### config.mk
export PLATFORM = sky130hd
export DESIGN_NAME = adc_mode_setup_and_readout
export DESIGN_NICKNAME = d
export VERILOG_FILES = /design/src/logic/adc_pkg.sv /design/src/logic/cal_store.sv /design/src/logic/adc_mode_setup_and_readout.sv
export VERILOG_INCLUDE_DIRS = /design/src /design/src/logic
export SDC_FILE = /design/constraint.sdc
export NUM_CORES = 1
export LEC_CHECK = 0
export BUFFER_PORTS_ARGS = -buffer_cell sky130_fd_sc_hd__buf_4
export CORE_MARGIN = 10
export CORE_UTILIZATION = 30
export CTS_BUF_LIST = sky130_fd_sc_hd__clkbuf_8
export DETAILED_ROUTE_END_ITERATION = 6
export PLACE_DENSITY = 0.54
export SYNTH_ARGS = -nofsm -noshare
export SYNTH_HDL_FRONTEND = slang
export SYNTH_SLANG_ARGS = --single-unit
### constraint.sdc
create_clock -name i_mclk -period 4 [get_ports i_mclk]
set_input_delay 0.4 -clock i_mclk [delete_from_list [all_inputs] [get_ports i_mclk]]
set_output_delay 0.4 -clock i_mclk [all_outputs]
set_load 0.01 [all_outputs]
### src/logic/adc_regs.svh
// Offsets, field positions, reset values and timing counts of the converter control block
`ifndef ADC_REGS_SVH
`define ADC_REGS_SVH

// ************************************************************
// Register bus
// ************************************************************
`define WB_ADR_W        4
`define ADDR_SAMPLE     4'h0
`define ADDR_MEAS       4'h4
`define ADDR_STATUS     4'h8
`define ADDR_RESULT     4'hc
`define MEAS_LIN_LSB    16
`define ST_WLEN_LSB     16

// ************************************************************
// Serial link and instruction
// ************************************************************
`define INSTR_BITS      5'h08
`define BITCNT_MAX      5'h1f
`define OP_CONVERT      3'h0
`define OP_CAL          3'h1
`define OP_ZERO         3'h2
`define OP_PWR_UP       3'h3
`define OP_PWR_DOWN     3'h4
`define OP_SIGN         3'h5
`define OP_ACQ          3'h6
`define OP_MODE         3'h7
`define WLEN_NO_SIGN    5'h0c
`define WLEN_SIGN       5'h0d
`define WLEN_LONG_ADD   5'h04

// ************************************************************
// Timing in conversion clock periods
// ************************************************************
`define MCLK_HZ         25000000
`define CONVERSION_CLOCK_HZ         5000000
`define CONVERSION_CLOCK_DIV        (`MCLK_HZ / `CONVERSION_CLOCK_HZ)
`define ACQ_CODE_6      2'h0
`define ACQ_CODE_10     2'h1
`define ACQ_CODE_18     2'h2
`define ACQ_CODE_34     2'h3
`define ACQ_CONVERSION_CLOCK_6      8'h06
`define ACQ_CONVERSION_CLOCK_10     8'h0a
`define ACQ_CONVERSION_CLOCK_18     8'h12
`define ACQ_CONVERSION_CLOCK_34     8'h22
`define CONV_CONVERSION_CLOCK       8'h0d

// ************************************************************
// Power-up configuration
// ************************************************************
`define DEF_ACQ         `ACQ_CODE_10
`define DEF_SIGN        1'b1
`define DEF_POWERED     1'b1
`define DEF_LSB_FIRST   1'b0
`define DEF_TEST_MODE   1'b0

`endif

### src/logic/adc_pkg.sv
// Types of the converter control block
package adc_pkg;

  typedef enum logic [2:0] {IDLE, ACQ, CONV, RD_OFF, RD_SEG, TAKE, FIN, CAL} phase_e;

  typedef struct packed {
    logic [1:0] acq;
    logic       sign_en;
    logic       lsb_first;
    logic       long_fmt;
    logic [2:0] mux;
    logic       powered;
    logic       test_mode;
  } cfg_s;

  typedef struct packed {
    logic        sclk_m, sclk_s, sclk_d;
    logic        cs_m, cs_s, cs_d;
    logic        din_m, din_s;
    logic [16:0] sh;
    logic [4:0]  bitcnt;
    logic [7:0]  instr;
    logic        drive_n;
    cfg_s        cfg;
    phase_e      phase;
    logic        zero_only;
    logic [7:0]  cdiv;
    logic [7:0]  cnt;
    logic [3:0]  maddr;
    logic        mem_we;
    logic [3:0]  mem_waddr;
    logic [12:0] mem_wdata;
    logic        cal_done;
    logic        zero_done;
    logic [12:0] conv_in;
    logic [12:0] off;
    logic [12:0] result;
    logic [12:0] sample;
    logic [12:0] meas_off;
    logic [12:0] meas_lin;
    logic        busy;
    logic        ack;
    logic [31:0] rdat;
  } state_s;

endpackage

### src/logic/cal_store.sv
// Correction value memory with registered read data
`timescale 1ns/100ps
`default_nettype none

module cal_store #(
  parameter int DEPTH = 9,
  parameter int AW    = 4,
  parameter int DW    = 13
) (
  // Clock
  input  wire logic          i_mclk,
  // Write port
  input  wire logic          i_we,
  input  wire logic [AW-1:0] i_waddr,
  input  wire logic [DW-1:0] i_wdata,
  // Read port
  input  wire logic [AW-1:0] i_raddr,
  output logic      [DW-1:0] o_rdata
);

  logic [DW-1:0] mem [DEPTH];

  if (DEPTH > (1 << AW))
  begin : g_chk
    $error("cal_store depth exceeds address range");
  end

  always_ff @(posedge i_mclk)
  begin
    if (i_we)
    begin
      mem[i_waddr] <= i_wdata;
    end
    o_rdata <= mem[i_raddr];
  end

endmodule // cal_store

`default_nettype wire

### src/logic/adc_mode_setup_and_readout.sv
// Mode setup, calibration and serial readout of the converter control block
//
// Decided for this implementation: the Wishbone interface to the registers and the register addresses.
`include "adc_regs.svh"
`timescale 1ns/100ps
`default_nettype none

module adc_mode_setup_and_readout #(
  parameter int CONVERSION_CLOCK_DIV = `CONVERSION_CLOCK_DIV,
  parameter int SEG_BITS = 3
) (
  // Clock and reset
  input  wire logic                 i_mclk,
  input  wire logic                 i_rst_n,
  // Wishbone slave
  input  wire logic                 i_wb_cyc,
  input  wire logic                 i_wb_stb,
  input  wire logic                 i_wb_we,
  input  wire logic [`WB_ADR_W-1:0] i_wb_adr,
  input  wire logic [3:0]           i_wb_sel,
  input  wire logic [31:0]          i_wb_dat,
  output logic      [31:0]          o_wb_dat,
  output logic                      o_wb_ack,
  // Serial link
  input  wire logic                 i_sclk,
  input  wire logic                 i_cs_n,
  input  wire logic                 i_serial_in,
  output logic                      o_serial_out,
  output logic                      o_serial_out_en_n,
  // Status
  output logic                      o_busy
);
  import adc_pkg::*;

  localparam int DEPTH = 1 + (1 << SEG_BITS);

  if (CONVERSION_CLOCK_DIV < 2 || CONVERSION_CLOCK_DIV > 255 || SEG_BITS < 1 || SEG_BITS > 3)
  begin : g_chk
    $error("adc_mode_setup_and_readout parameter out of range");
  end

  state_s      st;
  state_s      next_st;
  logic [12:0] mem_rdata;
  logic [12:0] res_rev;

  // ************************************************************
  // Correction store
  // ************************************************************
  cal_store #(
    .DEPTH (DEPTH),
    .AW    (4),
    .DW    (13)
  ) u_store (
    .i_mclk  (i_mclk),
    .i_we    (st.mem_we),
    .i_waddr (st.mem_waddr),
    .i_wdata (st.mem_wdata),
    .i_raddr (st.maddr),
    .o_rdata (mem_rdata)
  );

  // Bit-reversed result for LSB-first output
  for (genvar i = 0; i < 13; i++)
  begin : g_rev
    assign res_rev[i] = st.result[12-i];
  end

  function automatic logic [31:0] merge(input logic [31:0] old, input logic [31:0] dat, input logic [3:0] sel);
    logic [31:0] v;
    v = old;
    for (int b = 0; b < 4; b++)
    begin
      if (sel[b])
      begin
        v[8*b +: 8] = dat[8*b +: 8];
      end
    end
    return v;
  endfunction

  // ************************************************************
  // Next state
  // ************************************************************
  always_comb
  begin
    logic        rise;
    logic        fall;
    logic        cs_start;
    logic        cs_end;
    logic        tick;
    logic [7:0]  acq_len;
    logic [4:0]  wlen;
    logic [16:0] word;
    logic [31:0] tmp;
    rise     = st.sclk_s & ~st.sclk_d;
    fall     = ~st.sclk_s & st.sclk_d;
    cs_start = ~st.cs_s & st.cs_d;
    cs_end   = st.cs_s & ~st.cs_d;
    tick     = (st.cdiv == 8'(CONVERSION_CLOCK_DIV - 1));
    tmp      = '0;
    next_st  = st;
    next_st.mem_we = 1'b0;

    next_st.sclk_m = i_sclk;
    next_st.sclk_s = st.sclk_m;
    next_st.sclk_d = st.sclk_s;
    next_st.cs_m   = i_cs_n;
    next_st.cs_s   = st.cs_m;
    next_st.cs_d   = st.cs_s;
    next_st.din_m  = i_serial_in;
    next_st.din_s  = st.din_m;
    next_st.cdiv   = tick ? 8'h00 : st.cdiv + 8'h01;

    unique case (st.cfg.acq)
      `ACQ_CODE_6:  acq_len = `ACQ_CONVERSION_CLOCK_6;
      `ACQ_CODE_10: acq_len = `ACQ_CONVERSION_CLOCK_10;
      `ACQ_CODE_18: acq_len = `ACQ_CONVERSION_CLOCK_18;
      `ACQ_CODE_34: acq_len = `ACQ_CONVERSION_CLOCK_34;
    endcase

    // Word length and layout follow sign and format settings
    wlen = (st.cfg.sign_en ? `WLEN_SIGN : `WLEN_NO_SIGN) + (st.cfg.long_fmt ? `WLEN_LONG_ADD : 5'h00);
    if (st.cfg.sign_en)
    begin
      word = {(st.cfg.lsb_first ? res_rev : st.result), 4'h0};
    end
    else
    begin
      word = {(st.cfg.lsb_first ? res_rev[12:1] : st.result[11:0]), 5'h00};
    end

    // ************************************************************
    // Serial link
    // ************************************************************
    if (cs_start)
    begin
      next_st.sh      = word;
      next_st.bitcnt  = 5'h00;
      next_st.drive_n = 1'b0;
    end
    else if (!st.cs_s && rise)
    begin
      if (st.bitcnt < `INSTR_BITS)
      begin
        next_st.instr = {st.instr[6:0], st.din_s};
      end
      if (st.bitcnt != `BITCNT_MAX)
      begin
        next_st.bitcnt = st.bitcnt + 5'h01;
      end
    end
    else if (!st.cs_s && fall)
    begin
      next_st.sh = {st.sh[15:0], 1'b0};
    end

    if (cs_end)
    begin
      next_st.drive_n = 1'b1;
      if (st.bitcnt >= `INSTR_BITS && st.phase == IDLE)
      begin
        unique case (st.instr[7:5])
          `OP_CONVERT:
          begin
            next_st.cfg.mux       = st.instr[4:2];
            next_st.cfg.lsb_first = st.instr[1];
            next_st.cfg.long_fmt  = st.instr[0];
            if (st.cfg.powered)
            begin
              next_st.phase = ACQ;
              next_st.cnt   = 8'h00;
            end
          end
          `OP_CAL:
          begin
            if (st.cfg.powered)
            begin
              next_st.phase     = CAL;
              next_st.zero_only = 1'b0;
              next_st.cnt       = 8'h00;
            end
          end
          `OP_ZERO:
          begin
            if (st.cfg.powered)
            begin
              next_st.phase     = CAL;
              next_st.zero_only = 1'b1;
              next_st.cnt       = 8'h00;
            end
          end
          `OP_PWR_UP:   next_st.cfg.powered   = 1'b1;
          `OP_PWR_DOWN: next_st.cfg.powered   = 1'b0;
          `OP_SIGN:     next_st.cfg.sign_en   = st.instr[0];
          `OP_ACQ:      next_st.cfg.acq       = st.instr[1:0];
          `OP_MODE:     next_st.cfg.test_mode = st.instr[0];
        endcase
      end
    end

    // ************************************************************
    // Conversion and calibration sequencing
    // ************************************************************
    unique case (st.phase)
      IDLE: ;
      ACQ:
      begin
        if (tick)
        begin
          next_st.cnt = st.cnt + 8'h01;
          if (st.cnt == acq_len - 8'h01)
          begin
            next_st.conv_in = st.sample;
            next_st.phase   = CONV;
            next_st.cnt     = 8'h00;
          end
        end
      end
      CONV:
      begin
        if (tick)
        begin
          next_st.cnt = st.cnt + 8'h01;
          if (st.cnt == `CONV_CONVERSION_CLOCK - 8'h01)
          begin
            next_st.phase = RD_OFF;
          end
        end
      end
      RD_OFF:
      begin
        next_st.maddr = 4'h0;
        next_st.phase = RD_SEG;
      end
      RD_SEG:
      begin
        next_st.maddr = 4'h1 + 4'(st.conv_in[11 -: SEG_BITS]);
        next_st.phase = TAKE;
      end
      TAKE:
      begin
        next_st.off   = st.zero_done ? mem_rdata : 13'h0000;
        next_st.phase = FIN;
      end
      FIN:
      begin
        next_st.result = st.conv_in - st.off - (st.cal_done ? mem_rdata : 13'h0000);
        next_st.phase  = IDLE;
      end
      CAL:
      begin
        if (tick)
        begin
          // Entry 0 holds offset, the rest linearity per segment
          next_st.mem_we    = 1'b1;
          next_st.mem_waddr = st.cnt[3:0];
          next_st.mem_wdata = (st.cnt == 8'h00) ? st.meas_off : st.meas_lin;
          next_st.cnt       = st.cnt + 8'h01;
          if (st.zero_only || st.cnt == 8'(DEPTH - 1))
          begin
            next_st.phase     = IDLE;
            next_st.zero_done = 1'b1;
            next_st.cal_done  = st.cal_done | ~st.zero_only;
          end
        end
      end
    endcase
    next_st.busy = (next_st.phase != IDLE);

    // ************************************************************
    // Wishbone slave
    // ************************************************************
    next_st.ack  = i_wb_cyc & i_wb_stb & ~st.ack;
    next_st.rdat = '0;
    if (i_wb_cyc && i_wb_stb && !st.ack)
    begin
      unique case (i_wb_adr)
        `ADDR_SAMPLE:
        begin
          tmp = merge({19'h00000, st.sample}, i_wb_dat, i_wb_sel);
          next_st.rdat = {19'h00000, st.sample};
          if (i_wb_we)
          begin
            next_st.sample = tmp[12:0];
          end
        end
        `ADDR_MEAS:
        begin
          tmp = merge({3'h0, st.meas_lin, 3'h0, st.meas_off}, i_wb_dat, i_wb_sel);
          next_st.rdat = {3'h0, st.meas_lin, 3'h0, st.meas_off};
          if (i_wb_we)
          begin
            next_st.meas_off = tmp[12:0];
            next_st.meas_lin = tmp[`MEAS_LIN_LSB +: 13];
          end
        end
        `ADDR_STATUS:
        begin
          next_st.rdat = {11'h000, wlen, 3'h0, st.cfg, st.zero_done, st.cal_done, st.busy};
        end
        `ADDR_RESULT:
        begin
          next_st.rdat = {19'h00000, st.result};
        end
        default: next_st.rdat = '0;
      endcase
    end
  end

  // ************************************************************
  // State register
  // ************************************************************
  always_ff @(posedge i_mclk or negedge i_rst_n)
  begin
    if (!i_rst_n)
    begin
      st                   <= '0;
      st.cs_m              <= 1'b1;
      st.cs_s              <= 1'b1;
      st.cs_d              <= 1'b1;
      st.drive_n           <= 1'b1;
      st.phase             <= IDLE;
      st.cfg.acq           <= `DEF_ACQ;
      st.cfg.sign_en       <= `DEF_SIGN;
      st.cfg.powered       <= `DEF_POWERED;
      st.cfg.lsb_first     <= `DEF_LSB_FIRST;
      st.cfg.test_mode     <= `DEF_TEST_MODE;
    end
    else
    begin
      st <= next_st;
    end
  end

  assign o_serial_out      = st.sh[16];
  assign o_serial_out_en_n = st.drive_n;
  assign o_busy            = st.busy;
  assign o_wb_ack          = st.ack;
  assign o_wb_dat          = st.rdat;

endmodule // adc_mode_setup_and_readout

`default_nettype wire

==> results.ini <==
[logic_synthesis]
synth_top_family_by_area = multiplexers
synth_xor_area_share_pct = 1.326
synth_compound_area_share_pct = 6.329
synth_top_area_share_pct = 32.37
synth_cell_types = 68
yosys.area_share.simple_pct = 9.170
synth_cells = 1097
synth-edff-count = 117
async_reset_ff_share_pct = 60.00
ys_seq_area_share_pct = 59.61
synthFlopType = dfrtp_1
avgSynthCellArea_sq_um = 13.25
synth_area_leader_cell = dfrtp_1
yosys-top-cells-area = dfrtp_1 (32%), edfxtp_1 (24%), mux4_2 (6.0%)
synth_commonest_cells = dfrtp_1 (188), edfxtp_1 (117), nand2_1 (114)
synthAdderAreaFrac_pct = 3.806
synth_seq_cells = 325
muxShareOfSynthArea_pct = 15.55
syn_area_sq_um = 14530
ys_warn_count = 0
synthMostInstantiatedCell = dfrtp_1

[timing]
timing.max_slew.rel_slack_pct = 28.36
fin_setup_tns_ns = 0
rsz0062_at_grt = no
finalSetupViolations = 0
fin_skew_ns = 0.02162
period_needed_ns = 3.053
fmax_ghz = 0.3276
worstMarginPinSlew_ns = 1.075
final_max_slew_viol_count = 0
post-route-period-util_pct = 76.32
whs_ns = 0.06902
hold_viol = 0
final.setup.worst_slack_ns = 0.9471

[clock_network]
cts.repair.resized = 0
path_clk_slew_ns = 0.06
cts_buffer_depth = 3
clkLatencyLatePin_ns = 0.62
cts-root-buf = clkbuf_8
cts_buffers = 54
htree_levels = 2
cts_tree = done
clock_sinks = 325
post_cts_buffers = 0

[routing]
wl_mm = 34.57
wl_per_cell_microns = 18.72
drt_iter0_drc = 574
viasPerCell = 4.761
firstDrtPassIters = 4
vias = 8789
ant_nets = 0
drc_errors = 0

[power]
power_density_nw_per_um2 = 395.9
ir_drop_v = 0.0002429
p_leak_uw = 0.006613

[global_route]
grt_antenna_before_repair = 2
grt_util_met2_pct = 19.43
grt_pass1_wl_mm = 54.11
grt_use_met3_pct = 2.153
met1_usage_pct = 15.96
grt.overflow.total = 0
grt_usage_pct = 12.21
grt_max_degree = 84
busiest_layer = met2
grt_pass1_vias = 9208

[worst_setup_path]
arrival_ns = 3.56
critPathLaunchType = flop
cp_top_family = adder cells
crit_type = flop to flop
path_buf_inv = 0
crit_slowest_cell = dfrtp_1
path_max_fanout = 15
crit_path_cell_trace = nand2_1, fa_1, ha_1, a21o_1, a21oi_1, o21a_1, or3_1, and4_1, o31a_1
required_ns = 4.51
cpPeakStageDelay_ns = 0.68
end_kind = flop

[min_path]
hp-class = input port to flop

[floorplan]
die_y_microns = 240.1
initial_core_util_pct = 30.37
core_sq_um = 47850
dieArea_sq_um = 57640
io_pins = 84
die_x_microns = 240.1
row_count = 80

[place]
dp_slack_ns = 0.9482
place_congestion = 0.8208
dp_hpwl_mm = 23.76
port-buffer-count = 71

[final_layout]
nets = 1269
area_growth_pct = 16.21
post-route-util_pct = 35.30
drive_gt1_share_pct = 24.57
fillers = 4645

[job]
cap_viol_max_count = 0

[status]
outcome = completed

[per-layer routing]
layer	vias to the layer above	wire length [microns]	part of all wire, %
met5	-	0	0
met4	0	1106	3.2
met3	64	1276	3.7
met2	161	16450	48
met1	4451	15730	46
li1	4113	-	-
[cells by family after synthesis]
family	Yosys count
adders and majority gates	37
AOI/OAI and AO/OA	153
DFF	325
other	1
muxes	167
buffers and inverters	118
xor gates and xnor gates	22
and+or+nand+nor	274
[registers in the layout, indices dropped and copies added, names as in the netlist, 5 cells and up]
| register | cells |
|---|---|
| next_st | 5 |
| res_rev | 13 |
| u_store.o_rdata | 13 |
| st | 147 |
| u_store.mem | 117 |
| o_wb_dat | 26 |
[stage by stage]
stage	std cells	total power, uW	cell area [sq um]
2_1_floorplan	1102	3741	14550
3_3_place_gp	1714	3883	15520
4_1_cts	1844	6782	16880
5_1_grt	1845	6965	16880
6_report	1846	6685	16890
3_5_place_dp	1714	3890	15520
[repair_timing]
action / in CTS / in global routing
endpoints found under the hold margin: 113 / 0
setup endpoints to repair: 0 / 0
hold buffers: 29 / 0
[placed cells by master, fill, tap and decap left out, types with 39 or more instances in the layout]
| cell | n |
|---|---|
| dfrtp_1 | 188 |
| nand2_1 | 114 |
| o21ai_0 | 70 |
| mux2_2 | 75 |
| edfxtp_1 | 117 |
| clkbuf_8 | 68 |
| buf_4 | 80 |
| mux4_2 | 39 |
| mux2i_1 | 51 |
| inv_1 | 53 |
| nor2_1 | 47 |
[worst paths after layout]
check / to / slack (ns) / start / cells after the start
min in group asynchronous: next_st[202] / 0.38 / i_rst_n / 2
max in group asynchronous: st[144] / 2.57 / i_rst_n / 3
hold reg to reg: st[197] / 0.36 / next_st[197] / 0
setup / recovery: res_rev[0] / 0.95 / st[113] / 9
setup reg to reg: res_rev[0] / 0.95 / st[113] / 9
hold / removal: st[47] / 0.07 / i_wb_dat[0] / 2
[layout make-up]
class | instances | area (sq um) | area share [%]
sequential | 325 | 8662 | 51.29
inverter | 32 | 120.1 | 0.7113
clock buffer | 67 | 922.1 | 5.460
antenna | 2 | 5.005 | 0.02964
timing repair buffer | 112 | 944.7 | 5.594
clock inverter | 34 | 146.4 | 0.8669
tap | 615 | 769.5 | 4.557
multi-input combinational | 659 | 5318 | 31.49
[power by group]
part	switching, uW	leakage (uW)	total, uW	internal [uW]
clock	1330	0.000634	2840	1510
combinational	127	0.00241	260	132
sequential	80.7	0.00357	3590	3510
Note: power is estimated with default switching activity, not from simulation.
